**src/hw/clock_switch_pkg.sv**
```systemverilog
// ============================================================
// Shared constants for the clock source switch block
// ============================================================
// Holds register offsets, field positions, reset values,
// write masks and timing counts; assumes a 25 MHz bus clock.
package clock_switch_pkg;

  // ==========================================================
  // Register byte offsets on the bus
  // ==========================================================
  localparam logic [7:0] OFS_SUPPLY_MODE = 8'h00;
  localparam logic [7:0] OFS_OSC_MODE = 8'h04;
  localparam logic [7:0] OFS_OSC_RUN = 8'h08;
  localparam logic [7:0] OFS_SYS_CLOCK = 8'h0C;
  localparam logic [7:0] OFS_SUBCLK_SEL = 8'h10;
  localparam logic [7:0] OFS_SETTLE_SEL = 8'h14;
  localparam logic [7:0] OFS_SETTLE_STAT = 8'h18;

  // ==========================================================
  // Field positions
  // ==========================================================
  // subsystem_supply_mode
  localparam int RTC_LOW_POWER_BIT = 7;
  localparam int INTERVAL_TIMER_LOWOSC_BIT = 4;
  localparam int HI_PRECISION_BIT = 0;
  // oscillator_mode_control
  localparam int MAIN_EXT_CLK_BIT = 7;
  localparam int MAIN_OSC_SELECT_BIT = 6;
  localparam int SUB_EXT_CLK_BIT = 5;
  localparam int SUB_OSC_SELECT_BIT = 4;
  localparam int CRYSTAL_PIN_SELECT_BIT = 3;
  localparam int SUB_AMP_SEL1_BIT = 2;
  localparam int SUB_AMP_SEL0_BIT = 1;
  localparam int MAIN_AMP_HIGH_BIT = 0;
  // oscillator_run_control
  localparam int MAIN_OSC_STOP_BIT = 7;
  localparam int SUB_OSC_STOP_BIT = 6;
  localparam int MID_OSC_ENABLE_BIT = 1;
  localparam int HI_OSC_STOP_BIT = 0;
  // system_clock_control
  localparam int SUBCLK_STATUS_BIT = 7;
  localparam int CPU_CLOCK_SELECT_BIT = 6;
  localparam int MAIN_CLOCK_STATUS_BIT = 5;
  localparam int MAIN_OSC_SELECT0_BIT = 4;
  localparam int MAIN_OSC_STATUS_BIT = 1;
  localparam int MAIN_OSC_SELECT1_BIT = 0;
  // subclock_source_select
  localparam int LOW_OSC_SELECT_BIT = 0;

  // ==========================================================
  // Writable masks; other bits read zero except supply bit 0 and system clock bits 7, 5, 1, which read status
  // ==========================================================
  localparam logic [7:0] MASK_SUPPLY_MODE = 8'h90;
  localparam logic [7:0] MASK_OSC_MODE = 8'hFF;
  localparam logic [7:0] MASK_OSC_RUN = 8'hC3;
  localparam logic [7:0] MASK_SYS_CLOCK = 8'h51;
  localparam logic [7:0] MASK_SUBCLK_SEL = 8'h01;
  localparam logic [7:0] MASK_SETTLE_SEL = 8'h07;

  // ==========================================================
  // Reset values
  // ==========================================================
  localparam logic [7:0] RST_SUPPLY_MODE = 8'h00;
  localparam logic [7:0] RST_OSC_MODE = 8'h00;
  localparam logic [7:0] RST_OSC_RUN = 8'hC0;
  localparam logic [7:0] RST_SYS_CLOCK = 8'h00;
  localparam logic [7:0] RST_SUBCLK_SEL = 8'h00;
  localparam logic [7:0] RST_SETTLE_SEL = 8'h07;

  // ==========================================================
  // Bus answers and the one write that may set the mode register
  // ==========================================================
  localparam logic [1:0] RESP_OKAY = 2'h0;
  localparam logic [1:0] RESP_SLVERR = 2'h2;
  localparam logic [3:0] STRB_LOW_BYTE = 4'h1;

  // ==========================================================
  // Source codes driven to the clock multiplexer
  // ==========================================================
  localparam logic [1:0] SRC_HI_OSC = 2'h0;
  localparam logic [1:0] SRC_MID_OSC = 2'h1;
  localparam logic [1:0] SRC_HIGH_SYS = 2'h2;
  localparam logic [1:0] SRC_SUBSYS = 2'h3;

  // ==========================================================
  // Timing: dead time with the clock gated while switching
  // ==========================================================
  localparam int CLK_PERIOD_NS = 40;
  localparam int SWITCH_GAP_NS = 200;
  localparam int SWITCH_GAP_CYCLES = (SWITCH_GAP_NS + CLK_PERIOD_NS - 1) / CLK_PERIOD_NS;

  // ==========================================================
  // Settle counter: log2 of crystal edges per status bit
  // ==========================================================
  localparam int SETTLE_MAX_LOG2 = 18;
  localparam int SETTLE_LOG2 [8] = '{8, 9, 10, 11, 13, 15, 17, 18};

endpackage

```
**src/hw/settle_counter.sv**
```systemverilog
// ============================================================
// Main crystal settle counter
// ============================================================
// Counts rising edges of the main crystal clock pin while the
// crystal runs; the pin is asynchronous to aclk.
`timescale 1ns/1ps

module settle_counter #(
  parameter int COUNT_WIDTH = clock_switch_pkg::SETTLE_MAX_LOG2 + 1
) (
  input wire logic aclk,
  input wire logic aresetn,
  input wire logic run,
  input wire logic osc_pin,
  input wire logic [2:0] time_select,
  output logic [7:0] status,
  output logic settled
);

  initial begin
    if (COUNT_WIDTH < clock_switch_pkg::SETTLE_MAX_LOG2 + 1) begin
      $error("settle_counter: COUNT_WIDTH too small");
    end
  end

  typedef struct packed {
    logic sync1;
    logic sync2;
    logic prev;
    logic [COUNT_WIDTH-1:0] count;
    logic [7:0] status;
    logic settled;
  } state_type;

  state_type cur_q;
  state_type nxt_d;

  // Single edge-count bits decoded for the status bits and the selected wait
  function automatic logic reached(input logic [COUNT_WIDTH-1:0] cnt, input int idx);
    reached = cnt[clock_switch_pkg::SETTLE_LOG2[idx]];
  endfunction

  // Edge count saturates at the top step, so only status bit 0 stays put; bits 7 to 1 read zero there
  always_comb begin
    nxt_d = cur_q;
    nxt_d.sync1 = osc_pin;
    nxt_d.sync2 = cur_q.sync1;
    nxt_d.prev = cur_q.sync2;
    if (!run) begin
      nxt_d.count = '0;
    end else if (cur_q.sync2 && !cur_q.prev && !reached(cur_q.count, 7)) begin
      nxt_d.count = cur_q.count + 1'b1;
    end
    for (int i = 0; i < 8; i++) begin
      nxt_d.status[7-i] = run && reached(cur_q.count, i);
    end
    nxt_d.settled = run && reached(cur_q.count, int'(time_select));
  end

  always_ff @(posedge aclk) begin
    if (!aresetn) begin
      cur_q <= '0;
    end else begin
      cur_q <= nxt_d;
    end
  end

  assign status = cur_q.status;
  assign settled = cur_q.settled;

endmodule

```
**src/hw/clock_source_switch.sv**
```systemverilog
// ============================================================
// CPU clock source selection and oscillator control
// ============================================================
// Contract
// - cpu_clock_select set to 1 moves the CPU clock to the subsystem clock.
// - main_osc_select bits are frozen while cpu_clock_select is 1.
// - subclk_status reads 1 once the CPU runs from the subsystem clock.
// - Both main_osc_select bits 0 select the high-speed on-chip oscillator.
// - On the high-speed oscillator both main status bits read 0.
// - main_osc_select0 at 1 selects the high-speed system clock.
// - hi_osc_stop 0 runs the high-speed oscillator, 1 stops it.
// - mid_osc_enable 1 runs the middle-speed oscillator, 0 stops it.
// - Clearing sub_osc_stop starts the sub crystal; external clock applied first.
// - Clearing main_osc_stop starts the main crystal; external clock applied first.
// - low_osc_select 1 starts the low-speed oscillator; subclk_status checked first.
// - Mode register takes one byte write after reset, later writes ignored.
// - sub_osc_select picks sub crystal; with sub_ext_clk, external sub input.
// - crystal_pin_select 1 uses the sub crystal pins, 0 the main crystal.
// - Both sub_amp_sel bits 0 give the default low-power oscillation setting.
// - Three-bit settle select chooses the main crystal stabilisation wait.
// - Settle status bits fill progressively; software polls the upper ones. Here each bit copies one edge-count bit; bits 7 to 1 clear again, bit 0 holds.
// - interval_timer_lowosc 1 feeds the low-speed oscillator to the interval timer.
// - rtc_low_power 0 lets peripherals run on the subsystem clock in standby.
// - main_osc_select0 0 and select1 1 select the middle-speed oscillator.
// - main_clock_status reads 1 once the main clock is the high-speed system clock.
// ============================================================
// Assumes an AXI4-Lite master on aclk and a glitch-free clock
// multiplexer that obeys clk_source and clk_gate_enable.
//
// Chosen here: register access over AXI4-Lite and the register addresses.
`timescale 1ns/1ps

module clock_source_switch #(
  parameter int GAP_CYCLES = clock_switch_pkg::SWITCH_GAP_CYCLES
) (
  input wire logic aclk,
  input wire logic aresetn,
  input wire logic [7:0] s_axi_awaddr,
  input wire logic s_axi_awvalid,
  output logic s_axi_awready,
  input wire logic [31:0] s_axi_wdata,
  input wire logic [3:0] s_axi_wstrb,
  input wire logic s_axi_wvalid,
  output logic s_axi_wready,
  output logic [1:0] s_axi_bresp,
  output logic s_axi_bvalid,
  input wire logic s_axi_bready,
  input wire logic [7:0] s_axi_araddr,
  input wire logic s_axi_arvalid,
  output logic s_axi_arready,
  output logic [31:0] s_axi_rdata,
  output logic [1:0] s_axi_rresp,
  output logic s_axi_rvalid,
  input wire logic s_axi_rready,
  input wire logic main_crystal_circuit,
  input wire logic hi_precision_in,
  output logic hi_osc_run,
  output logic mid_osc_run,
  output logic low_osc_run,
  output logic main_xtal_enable,
  output logic main_ext_enable,
  output logic main_amp_high,
  output logic sub_xtal_enable,
  output logic sub_ext_enable,
  output logic [1:0] sub_amp_sel,
  output logic sub_crystal_pins,
  output logic timer_uses_lowosc,
  output logic periph_sub_in_standby,
  output logic [1:0] clk_source,
  output logic sub_uses_lowosc,
  output logic clk_gate_enable,
  output logic main_settled
);

  initial begin
    if (GAP_CYCLES < 1 || GAP_CYCLES > 255) begin
      $error("clock_source_switch: GAP_CYCLES out of range");
    end
  end

  typedef enum logic [1:0] {SW_IDLE, SW_GATE_OFF, SW_GATE_ON} switch_state_type;

  typedef struct packed {
    logic aw_got;
    logic [7:0] aw_addr;
    logic w_got;
    logic [7:0] w_data;
    logic [3:0] w_strb;
    logic bvalid;
    logic [1:0] bresp;
    logic rvalid;
    logic [7:0] rdata;
    logic [1:0] rresp;
    logic [7:0] supply_mode;
    logic [7:0] osc_mode;
    logic osc_mode_locked;
    logic [7:0] osc_run;
    logic cpu_sel;
    logic sel0;
    logic sel1;
    logic [7:0] subclk_sel;
    logic [7:0] settle_sel;
    logic prec_sync1;
    logic prec_sync2;
    switch_state_type sw_state;
    logic [7:0] gap_cnt;
    logic on_sub;
    logic [1:0] main_act;
    logic [1:0] src;
    logic gate;
  } state_type;

  state_type cur_q;
  state_type nxt_d;
  logic [7:0] settle_status;
  logic settled;
  logic [1:0] main_want;
  logic [7:0] sys_clock_rd;
  logic wr_fire;

  // ==========================================================
  // Main crystal settle counter
  // ==========================================================
  settle_counter #(
    .COUNT_WIDTH(clock_switch_pkg::SETTLE_MAX_LOG2 + 1)
  ) u_settle (
    .aclk(aclk),
    .aresetn(aresetn),
    .run(main_xtal_enable),
    .osc_pin(main_crystal_circuit),
    .time_select(cur_q.settle_sel[2:0]),
    .status(settle_status),
    .settled(settled)
  );

  // Main clock wanted by the select bits
  function automatic logic [1:0] main_decode(input logic s0, input logic s1);
    if (s0) begin
      main_decode = clock_switch_pkg::SRC_HIGH_SYS;
    end else if (s1) begin
      main_decode = clock_switch_pkg::SRC_MID_OSC;
    end else begin
      main_decode = clock_switch_pkg::SRC_HI_OSC;
    end
  endfunction

  // Merged clock source code seen by the multiplexer
  function automatic logic [1:0] cpu_decode(input logic sub, input logic [1:0] main_src);
    cpu_decode = sub ? clock_switch_pkg::SRC_SUBSYS : main_src;
  endfunction

  assign main_want = main_decode(cur_q.sel0, cur_q.sel1);
  assign wr_fire = cur_q.aw_got && cur_q.w_got && !cur_q.bvalid;

  // Status bits come from what really drives the clock
  always_comb begin
    sys_clock_rd = '0;
    sys_clock_rd[clock_switch_pkg::SUBCLK_STATUS_BIT] = cur_q.on_sub;
    sys_clock_rd[clock_switch_pkg::CPU_CLOCK_SELECT_BIT] = cur_q.cpu_sel;
    sys_clock_rd[clock_switch_pkg::MAIN_CLOCK_STATUS_BIT] =
      (cur_q.main_act == clock_switch_pkg::SRC_HIGH_SYS);
    sys_clock_rd[clock_switch_pkg::MAIN_OSC_SELECT0_BIT] = cur_q.sel0;
    sys_clock_rd[clock_switch_pkg::MAIN_OSC_STATUS_BIT] =
      (cur_q.main_act == clock_switch_pkg::SRC_MID_OSC);
    sys_clock_rd[clock_switch_pkg::MAIN_OSC_SELECT1_BIT] = cur_q.sel1;
  end

  // ==========================================================
  // Next state: bus slave, registers and switch sequencer
  // ==========================================================
  always_comb begin
    logic [7:0] wd;
    logic [7:0] sm;
    wd = '0;
    sm = '0;
    nxt_d = cur_q;
    nxt_d.prec_sync1 = hi_precision_in;
    nxt_d.prec_sync2 = cur_q.prec_sync1;

    // Address and data channels are taken in either order
    if (s_axi_awvalid && !cur_q.aw_got) begin
      nxt_d.aw_got = 1'b1;
      nxt_d.aw_addr = s_axi_awaddr;
    end
    if (s_axi_wvalid && !cur_q.w_got) begin
      nxt_d.w_got = 1'b1;
      nxt_d.w_data = s_axi_wdata[7:0];
      nxt_d.w_strb = s_axi_wstrb;
    end
    if (cur_q.bvalid && s_axi_bready) begin
      nxt_d.bvalid = 1'b0;
    end

    // Register write; only byte lane 0 carries the eight bits
    if (wr_fire) begin
      nxt_d.aw_got = 1'b0;
      nxt_d.w_got = 1'b0;
      nxt_d.bvalid = 1'b1;
      nxt_d.bresp = clock_switch_pkg::RESP_OKAY;
      wd = cur_q.w_data;
      if (cur_q.aw_addr == clock_switch_pkg::OFS_SUPPLY_MODE) begin
        if (cur_q.w_strb[0]) begin
          nxt_d.supply_mode = wd & clock_switch_pkg::MASK_SUPPLY_MODE;
        end
      end else if (cur_q.aw_addr == clock_switch_pkg::OFS_OSC_MODE) begin
        // A wider or lock-time write leaves the mode as it was
        if (!cur_q.osc_mode_locked && cur_q.w_strb == clock_switch_pkg::STRB_LOW_BYTE) begin
          nxt_d.osc_mode = wd & clock_switch_pkg::MASK_OSC_MODE;
          nxt_d.osc_mode_locked = 1'b1;
        end
      end else if (cur_q.aw_addr == clock_switch_pkg::OFS_OSC_RUN) begin
        if (cur_q.w_strb[0]) begin
          nxt_d.osc_run = wd & clock_switch_pkg::MASK_OSC_RUN;
        end
      end else if (cur_q.aw_addr == clock_switch_pkg::OFS_SYS_CLOCK) begin
        if (cur_q.w_strb[0]) begin
          nxt_d.cpu_sel = wd[clock_switch_pkg::CPU_CLOCK_SELECT_BIT];
          // Frozen while the CPU select bit stands at 1
          if (!cur_q.cpu_sel) begin
            nxt_d.sel0 = wd[clock_switch_pkg::MAIN_OSC_SELECT0_BIT];
            nxt_d.sel1 = wd[clock_switch_pkg::MAIN_OSC_SELECT1_BIT];
          end
        end
      end else if (cur_q.aw_addr == clock_switch_pkg::OFS_SUBCLK_SEL) begin
        if (cur_q.w_strb[0]) begin
          nxt_d.subclk_sel = wd & clock_switch_pkg::MASK_SUBCLK_SEL;
        end
      end else if (cur_q.aw_addr == clock_switch_pkg::OFS_SETTLE_SEL) begin
        if (cur_q.w_strb[0]) begin
          nxt_d.settle_sel = wd & clock_switch_pkg::MASK_SETTLE_SEL;
        end
      end else if (cur_q.aw_addr != clock_switch_pkg::OFS_SETTLE_STAT) begin
        nxt_d.bresp = clock_switch_pkg::RESP_SLVERR;
      end
    end

    // Register read, one outstanding at a time
    if (cur_q.rvalid && s_axi_rready) begin
      nxt_d.rvalid = 1'b0;
    end
    if (s_axi_arvalid && !cur_q.rvalid) begin
      nxt_d.rvalid = 1'b1;
      nxt_d.rresp = clock_switch_pkg::RESP_OKAY;
      sm = cur_q.supply_mode;
      sm[clock_switch_pkg::HI_PRECISION_BIT] = cur_q.prec_sync2;
      if (s_axi_araddr == clock_switch_pkg::OFS_SUPPLY_MODE) begin
        nxt_d.rdata = sm;
      end else if (s_axi_araddr == clock_switch_pkg::OFS_OSC_MODE) begin
        nxt_d.rdata = cur_q.osc_mode;
      end else if (s_axi_araddr == clock_switch_pkg::OFS_OSC_RUN) begin
        nxt_d.rdata = cur_q.osc_run;
      end else if (s_axi_araddr == clock_switch_pkg::OFS_SYS_CLOCK) begin
        nxt_d.rdata = sys_clock_rd;
      end else if (s_axi_araddr == clock_switch_pkg::OFS_SUBCLK_SEL) begin
        nxt_d.rdata = cur_q.subclk_sel;
      end else if (s_axi_araddr == clock_switch_pkg::OFS_SETTLE_SEL) begin
        nxt_d.rdata = cur_q.settle_sel;
      end else if (s_axi_araddr == clock_switch_pkg::OFS_SETTLE_STAT) begin
        nxt_d.rdata = settle_status;
      end else begin
        nxt_d.rdata = '0;
        nxt_d.rresp = clock_switch_pkg::RESP_SLVERR;
      end
    end

    // Gate the clock, change source during the dead time, ungate;
    // status moves only once the new source is really selected
    case (cur_q.sw_state)
      SW_IDLE: begin
        if (cur_q.cpu_sel != cur_q.on_sub || (!cur_q.cpu_sel && main_want != cur_q.main_act)) begin
          nxt_d.gate = 1'b0;
          nxt_d.gap_cnt = 8'(GAP_CYCLES);
          nxt_d.sw_state = SW_GATE_OFF;
        end
      end
      SW_GATE_OFF: begin
        if (cur_q.gap_cnt > 8'h01) begin
          nxt_d.gap_cnt = cur_q.gap_cnt - 8'h01;
        end else begin
          nxt_d.on_sub = cur_q.cpu_sel;
          if (!cur_q.cpu_sel) begin
            nxt_d.main_act = main_want;
          end
          nxt_d.src = cpu_decode(cur_q.cpu_sel, cur_q.cpu_sel ? cur_q.main_act : main_want);
          nxt_d.gap_cnt = 8'(GAP_CYCLES);
          nxt_d.sw_state = SW_GATE_ON;
        end
      end
      SW_GATE_ON: begin
        // New source settles at the mux before the gate reopens
        if (cur_q.gap_cnt > 8'h01) begin
          nxt_d.gap_cnt = cur_q.gap_cnt - 8'h01;
        end else begin
          nxt_d.gate = 1'b1;
          nxt_d.sw_state = SW_IDLE;
        end
      end
      default: begin
        nxt_d.sw_state = SW_IDLE;
      end
    endcase
  end

  // ==========================================================
  // State register
  // ==========================================================
  always_ff @(posedge aclk) begin
    if (!aresetn) begin
      cur_q <= '0;
      cur_q.supply_mode <= clock_switch_pkg::RST_SUPPLY_MODE;
      cur_q.osc_mode <= clock_switch_pkg::RST_OSC_MODE;
      cur_q.osc_run <= clock_switch_pkg::RST_OSC_RUN;
      cur_q.subclk_sel <= clock_switch_pkg::RST_SUBCLK_SEL;
      cur_q.settle_sel <= clock_switch_pkg::RST_SETTLE_SEL;
      cur_q.bresp <= clock_switch_pkg::RESP_OKAY;
      cur_q.rresp <= clock_switch_pkg::RESP_OKAY;
      cur_q.sw_state <= SW_IDLE;
      cur_q.main_act <= clock_switch_pkg::SRC_HI_OSC;
      cur_q.src <= clock_switch_pkg::SRC_HI_OSC;
      cur_q.gate <= 1'b1;
    end else begin
      cur_q <= nxt_d;
    end
  end

  // ==========================================================
  // Bus outputs
  // ==========================================================
  assign s_axi_awready = !cur_q.aw_got;
  assign s_axi_wready = !cur_q.w_got;
  assign s_axi_bvalid = cur_q.bvalid;
  assign s_axi_bresp = cur_q.bresp;
  assign s_axi_arready = !cur_q.rvalid;
  assign s_axi_rvalid = cur_q.rvalid;
  assign s_axi_rresp = cur_q.rresp;
  assign s_axi_rdata = {24'h000000, cur_q.rdata};

  // ==========================================================
  // Oscillator enables and mode outputs
  // ==========================================================
  assign hi_osc_run = !cur_q.osc_run[clock_switch_pkg::HI_OSC_STOP_BIT];
  assign mid_osc_run = cur_q.osc_run[clock_switch_pkg::MID_OSC_ENABLE_BIT];
  // Timer use keeps the low-speed oscillator alive on its own
  assign low_osc_run = cur_q.subclk_sel[clock_switch_pkg::LOW_OSC_SELECT_BIT]
    || cur_q.supply_mode[clock_switch_pkg::INTERVAL_TIMER_LOWOSC_BIT];
  assign sub_uses_lowosc = cur_q.subclk_sel[clock_switch_pkg::LOW_OSC_SELECT_BIT];
  // Main circuit starts when the stop bit clears in the chosen mode
  assign main_xtal_enable = cur_q.osc_mode[clock_switch_pkg::MAIN_OSC_SELECT_BIT]
    && !cur_q.osc_mode[clock_switch_pkg::MAIN_EXT_CLK_BIT]
    && !cur_q.osc_run[clock_switch_pkg::MAIN_OSC_STOP_BIT];
  assign main_ext_enable = cur_q.osc_mode[clock_switch_pkg::MAIN_OSC_SELECT_BIT]
    && cur_q.osc_mode[clock_switch_pkg::MAIN_EXT_CLK_BIT]
    && !cur_q.osc_run[clock_switch_pkg::MAIN_OSC_STOP_BIT];
  assign main_amp_high = cur_q.osc_mode[clock_switch_pkg::MAIN_AMP_HIGH_BIT];
  assign sub_xtal_enable = cur_q.osc_mode[clock_switch_pkg::SUB_OSC_SELECT_BIT]
    && !cur_q.osc_mode[clock_switch_pkg::SUB_EXT_CLK_BIT]
    && !cur_q.osc_run[clock_switch_pkg::SUB_OSC_STOP_BIT];
  assign sub_ext_enable = cur_q.osc_mode[clock_switch_pkg::SUB_OSC_SELECT_BIT]
    && cur_q.osc_mode[clock_switch_pkg::SUB_EXT_CLK_BIT]
    && !cur_q.osc_run[clock_switch_pkg::SUB_OSC_STOP_BIT];
  // Zero on both bits is the default low-power drive
  assign sub_amp_sel = {cur_q.osc_mode[clock_switch_pkg::SUB_AMP_SEL1_BIT],
    cur_q.osc_mode[clock_switch_pkg::SUB_AMP_SEL0_BIT]};
  assign sub_crystal_pins = cur_q.osc_mode[clock_switch_pkg::CRYSTAL_PIN_SELECT_BIT];
  assign timer_uses_lowosc = cur_q.supply_mode[clock_switch_pkg::INTERVAL_TIMER_LOWOSC_BIT];
  assign periph_sub_in_standby = !cur_q.supply_mode[clock_switch_pkg::RTC_LOW_POWER_BIT];
  assign clk_source = cur_q.src;
  assign clk_gate_enable = cur_q.gate;
  assign main_settled = settled;

endmodule

```
**config.mk**
```make
export PLATFORM = sky130hd
export DESIGN_NAME = clock_source_switch
export DESIGN_NICKNAME = d
export VERILOG_FILES = /design/src/hw/clock_switch_pkg.sv /design/src/hw/settle_counter.sv /design/src/hw/clock_source_switch.sv
export SDC_FILE = /design/constraint.sdc
export NUM_CORES = 1
export LEC_CHECK = 0
export ABC_AREA = 1
export ABC_CLOCK_PERIOD_IN_PS = 1600
export BUFFER_PORTS_ARGS = -buffer_cell sky130_fd_sc_hd__buf_4
export CORE_MARGIN = 4
export CORE_UTILIZATION = 49
export CTS_CLUSTER_DIAMETER = 150
export DETAILED_ROUTE_END_ITERATION = 10
export PLACE_DENSITY = 0.84
export SLEW_MARGIN = 20
export SYNTH_ARGS = -nofsm -noshare
export SYNTH_HDL_FRONTEND = slang
export SYNTH_SLANG_ARGS = --single-unit
```
**constraint.sdc**
```tcl
create_clock -name aclk -period 1.6 [get_ports aclk]
set_input_delay 0 -clock aclk [delete_from_list [all_inputs] [get_ports aclk]]
set_output_delay 0 -clock aclk [all_outputs]
set_load 0.03 [all_outputs]
```
## Yosys cells after proc, flatten, opt, wreduce, memory -nomap -nowiden

Memories as Yosys holds them, arrays and structs flattened.
Cells that the tools add are included.

| storage, ports and cells | value |
|---|---|
| memory bits (writable) | 0 |
| bits of input ports | 61 |
| memory bits (read-only) | 256 |
| memories | 1 |
| logic and storage cells | 179 |
| bits in latches | 0 |
| output and inout port bits | 59 |
| register bits | 107 |

| cells by class | value |
|---|---|
| divide/modulo/power cells | 0 |
| eq/ne operators | 23 |
| add/sub/neg operators | 2 |
| multiplexer cells | 43 |
| order comparisons | 3 |
| multiply operators | 0 |
| shift operators | 0 |
| reduce and logical (&&, ||, !) cells | 65 |
| bitwise logic cells | 9 |

Memory list:

| memory | words | width | read ports | clocked after Yosys merged registers in | write ports | RTL line | text |
|---|---|---|---|---|---|---|---|
| (name not given) | 8 | 32 | 1 | 0 | 0 | settle_counter.sv:40 | `reached = cnt[clock_switch_pkg::SETTLE_LOG2[idx]];` |

Operators with widths:

| operator | count |
|---|---|
| $mux 8 | 9 |
| $mux 32 | 2 |
| $eq 8x5->1 const B | 5 |
| $mux 2 | 18 |
| $eq 8x4->1 const B | 4 |
| $ge 32x4->1 const B | 1 |
| $lt 32x7->1 const B | 1 |
| $not 3->32 | 1 |
| $logic_and 1x1->1 | 28 |
| $pmux 8 s3 | 1 |
| $add 19x1->19 const B | 1 |
| $eq 8x3->1 const B | 2 |
| $logic_not 8->1 | 2 |
| $reduce_and 3->1 | 5 |
| $logic_not 1->1 | 14 |
| $reduce_and 7->1 | 2 |
| $mux 11 | 1 |
| $mux 10 | 1 |
| $gt 8x1->1 const B | 1 |
| $ne 2x2->1 const B | 4 |
| $ne 8x5->1 const B | 1 |
| $not 1->1 | 8 |
| $reduce_and 8->1 | 1 |
| $sub 8x1->8 const B | 1 |
| 19 further kinds | 31 |

## Depth between registers and ports, before layout

| depth | value |
|---|---|
| depth in word-level cells | 9 |
| gate-level depth with buffers | 12 |
| depth with buffers taken out | 12 |

## Modules after synthesis

Synthesis repeated with hierarchy kept, for this count alone.

| unflattened totals | value |
|---|---|
| cell total of the unflattened synthesis | 777 |
| area total of the unflattened synthesis | 5512.8 um2 |

Modules (own cells, without submodules):

| module | seq. area each (um2) | cells each | area an instance (um2) | instances |
|---|---|---|---|---|
| clock_source_switch | 1481.4 | 570 | 3998.8 | 1 |
| settle_counter | 620.6 | 207 | 1514.0 | 1 |

## Worst setup path after synthesis

No wires, ideal clock.

| timing path | value |
|---|---|
| path type | register -> register |
| from | register cur_q[44] (netlist name) |
| to | register u_settle.cur_q[13] (netlist name) |
| required time | 1522 ps |
| buffers on the path | 1 |
| slack | -174 ps |
| period minus slack after synthesis | 1774 ps |
| library setup time | 78 ps |
| cell stages (with the launch flop) | 5 |
| arrival time | 1697 ps |
| path through | dfxtp_1 nor3_1 nand2_1 clkbuf_1 nor3_1 |

| on the way | value |
|---|---|
| longest elaborated chain between the ends | 3 |

RTL lines:

| item | RTL line | text |
|---|---|---|
| start, declared | clock_source_switch.sv:113 | `state_type cur_q;` |
| start signal, assigned | clock_source_switch.sv:322 | `cur_q <= nxt_d;` |
| $logic_not 1->1 | clock_source_switch.sv:350 | `&& !cur_q.osc_run[clock_switch_pkg::MAIN_OSC_STOP_BIT];` |
| $logic_and 1x1->1 | clock_source_switch.sv:350 |  |
| named net main_xtal_enable | clock_source_switch.sv:60 | `output logic main_xtal_enable,` |
| $reduce_and 2->1 (no source line) | n/a |  |
| end signal, assigned | settle_counter.sv:64 | `cur_q <= nxt_d;` |
| end, declared | settle_counter.sv:35 | `state_type cur_q;` |

The timed path passes the listed nets, and every way through them passes these cells.
A chain may end at the register's enable or synchronous reset.

## Worst setup path after layout

| timing path | value |
|---|---|
| from | register cur_q[6] (netlist name) |
| to | register cur_q, in the netlist clk_source[1] |

| on the way | value |
|---|---|
| longest elaborated chain between the ends | 3 |

RTL lines:

| item | RTL line | text |
|---|---|---|
| $gt 8x1->1 | clock_source_switch.sv:277 | `if (cur_q.gap_cnt > 8'h01) begin` |
| $not 1->1 (no source line) | n/a |  |
| $reduce_and 2->1 (no source line) | n/a |  |

No other way between the ends.

==> impl_metrics.env <==
export IMPL_n_antenna_cell=0
export IMPL_yosysWarnings=0
export IMPL_ys_seq_elements=105
export IMPL_rsz0062_at_grt="true"
export IMPL_drive_gt1_share_pct=19.9
export IMPL_final_setup_skew_ns=0.0124
export IMPL_async_flop_share_pct=0
export IMPL_hold_class="in2reg"
export IMPL_nFillCells=904
export IMPL_grt_first_pass_wirelength_um=20400
export IMPL_std_cell_rows=37
export IMPL_clk_pin_slew_ns=0.11
export IMPL_dp_slack_ns=-0.0462
export IMPL_fmaxAchievable_mhz=619
export IMPL_p_leak_nw=2.70
export IMPL_syn_avg_cell_area_um2=7.06
export IMPL_layout_min_cycle_time_ns=1.62
export IMPL_synth_main_ff_cell="dfxtp_1"
export IMPL_power_density_mw_per_mm2=1100
export IMPL_core_area_mm2=0.0103
export IMPL_cp_arrival_ns=1.87
export IMPL_worstMarginPinSlew_ns=0.555
export IMPL_synth_commonest_cells="nand2_1 (127), dfxtp_1 (105), nor2_1 (97), inv_1 (94), a21oi_1 (69)"
export IMPL_die_area_mm2=0.0123
export IMPL_ant_nets=0
export IMPL_hp_start="s_axi_arvalid"
export IMPL_dieWidth_um=111
export IMPL_path_class="reg2reg"
export IMPL_synth_top_cell_area_share_pct=40.4
export IMPL_clock_latency_ns=0.37
export IMPL_cp_max_fo=3
export IMPL_nets=910
export IMPL_yosysSeqAreaShare_pct=40.4
export IMPL_track_usage_pct=19.6
export IMPL_end_kind="flop"
export IMPL_status="finished, violations left"
export IMPL_synth_edff_count=0
export IMPL_drt_iter0_drc=517
export IMPL_regArea_mm2=0.00211
export IMPL_grt_pass1_vias=4421
export IMPL_overflow=0
export IMPL_multi_input_area_mm2=0.00253
export IMPL_drt_wirelength_per_cell_um=13.0
export IMPL_synth_area_top_cells="dfxtp_1 (40%), nand2_1 (9.2%), nor2_1 (7.0%), inv_1 (6.8%), a21oi_1 (6.6%)"
export IMPL_area_delta_synth_final_pct=22.8
export IMPL_dr_pass1_iters=6
export IMPL_gp_congestion=0.921
export IMPL_required_ns=1.86
export IMPL_synthDistinctLibCells=36
export IMPL_dr_total_vias=4977
export IMPL_timing_final_ws_setup_ns=-0.0157
export IMPL_cts_max_level=3
export IMPL_tns_ns=-0.0431
export IMPL_synth_area_leader_cell="dfxtp_1"
export IMPL_cts_sinks=105
export IMPL_cts_root_buf="clkbuf_8"
export IMPL_syn_cell_area_mm2=0.00521
export IMPL_die_y_um=111
export IMPL_maxCapViolations=0
export IMPL_post_dp_hpwl_um=8890
export IMPL_port_buffers=69
export IMPL_ir_drop_mv=0.602
export IMPL_postRouteWirelength_um=12700
export IMPL_numCtsBuffers=9
export IMPL_num_io_pins=120
export IMPL_fin_crit_sh_pct=101
export IMPL_cp_start_kind="flop"
export IMPL_finalSetupViolations=4
export IMPL_crit_start="cur_q[6]$_SDFFE_PN0P_"
export IMPL_initial_core_util_pct=50.5
export IMPL_cts_buffer_depth=2
export IMPL_max_slew_margin_rel_pct=62.9
export IMPL_r2r_start="cur_q[6]$_SDFFE_PN0P_"
export IMPL_drc=0
export IMPL_cts_tree="built"
export IMPL_via_per_inst=5.07
export IMPL_grt_max_degree=46
export IMPL_synthCells=738
export IMPL_hold_violations=0
export IMPL_yosysMostFrequentCell="nand2_1"
export IMPL_antenna_found_initial=0
export IMPL_violations="negative setup slack"
export IMPL_maxSlewViolCount=0
sequential cells by signal, summed over array words and instances, names as in the netlist:
| register | cells |
|---|---|
| main_amp_high | 1 |
| clk_gate_enable | 1 |
| u_settle.settled | 1 |
| u_settle.status | 8 |
| s_axi_bresp | 1 |
| sub_uses_lowosc | 1 |
| sub_amp_sel | 2 |
| s_axi_rdata | 8 |
| timer_uses_lowosc | 1 |
| clk_source | 2 |
| s_axi_bvalid | 1 |
| s_axi_rresp | 1 |
| mid_osc_run | 1 |
| s_axi_rvalid | 1 |
| u_settle.cur_q | 22 |
| sub_crystal_pins | 1 |
| cur_q | 52 |
power by group:
part | switching (mW) | internal (mW) | leakage, nW
Combinational | 1.41 | 0.938 | 1.74
Clock | 0.952 | 0.747 | 0.0990
Sequential | 0.179 | 2.82 | 0.856
worst paths after layout:
path	endpoint	slack, ns	depth (start not counted)
setup / recovery	clk_source[1]$_SDFFE_PN0P_	-0.02	10
hold / removal	s_axi_rvalid$_SDFFE_PN0P_	0.04	4
setup reg to reg	clk_source[1]$_SDFFE_PN0P_	-0.02	10
hold reg to reg	u_settle.cur_q[29]$_SDFF_PN0_	0.42	2
layer usage:
metal	global-route usage, %	vias up	routed length (µm)
met2	32.2	209	5790
met5	0	-	0
met4	5.92	0	378
met3	3.38	36	867
met1	26.2	2225	5700
li1	-	2507	-
cell type report:
type	instances	area share, %
multi-input combinational	502	39.5
sequential	105	32.9
timing repair buffer	123	15.9
inverter	100	5.91
tap	136	2.66
clock buffer	10	1.99
clock inverter	6	1.17
through the flow:
step	hold slack (ns)	std cells	cell area, µm²	util [%]	total power, mW
floorplan	0.0976	763	5310	-	4.54
global placement	0.184	936	5810	56.3	5.02
finish	0.0401	982	6400	62.0	7.04
detailed placement	0.184	936	5810	56.3	5.08
CTS	0.0378	979	6280	60.9	6.83
global route	0.0763	982	6400	62.0	7.46
repair_timing:
action	CTS	global route
hold endpoints to repair	30	0
hold buffers	27	0
gates resized for setup	3	29
gates cloned	0	0
pin swaps	0	6
endpoints found under the setup margin	9	22
setup buffers	0	3
cells by family (layout without fill, tap and decap cells):
group                      Yosys count  after routing  share of synthesized area [%]
AOI/OAI and AO/OA                  147            147                           15.0
xor gates and xnor gates             4              4                          0.673
adders and majority gates            8              8                           1.92
buffers and inverters              156            239                           14.5
DFF                                105            105                           40.4
other                                1             26                         0.0720
and+or+nand+nor                    317            317                           27.5
layout by cell type (no fill, tap or decap), types with 2 or more instances in the layout:
cell type,n
a21oi_1,67
a21oi_2,2
buf_4,92
buf_6,3
clkbuf_8,9
clkinv_4,2
conb_1,26
dfxtp_1,102
dfxtp_2,3
dlygate4sd3_1,27
ha_1,6
ha_4,2
inv_1,91
inv_2,8
nand2_1,127
nand2_2,6
nand3_1,37
nand3_2,7
nand4_1,11
nor2_1,91
nor2_2,11
nor2_4,9
nor3_1,10
nor3_2,3
nor4_1,2
o211ai_1,9
o21a_1,2
o21ai_0,56
o21ai_1,3
o21ai_2,3
xor2_1,3
worst max-delay path, cell delays in order, from the launching register on:
cell and delay, ns:
dfxtp_2 0.36, inv_2 0.08, ha_4 0.14, o21ai_2 0.05
nor2_2 0.17, inv_2 0.08, buf_6 0.13, nor2_4 0.15
nand2_2 0.11, o21ai_2 0.19, nor2_1 0.06
(Power assumes the default switching activity.)
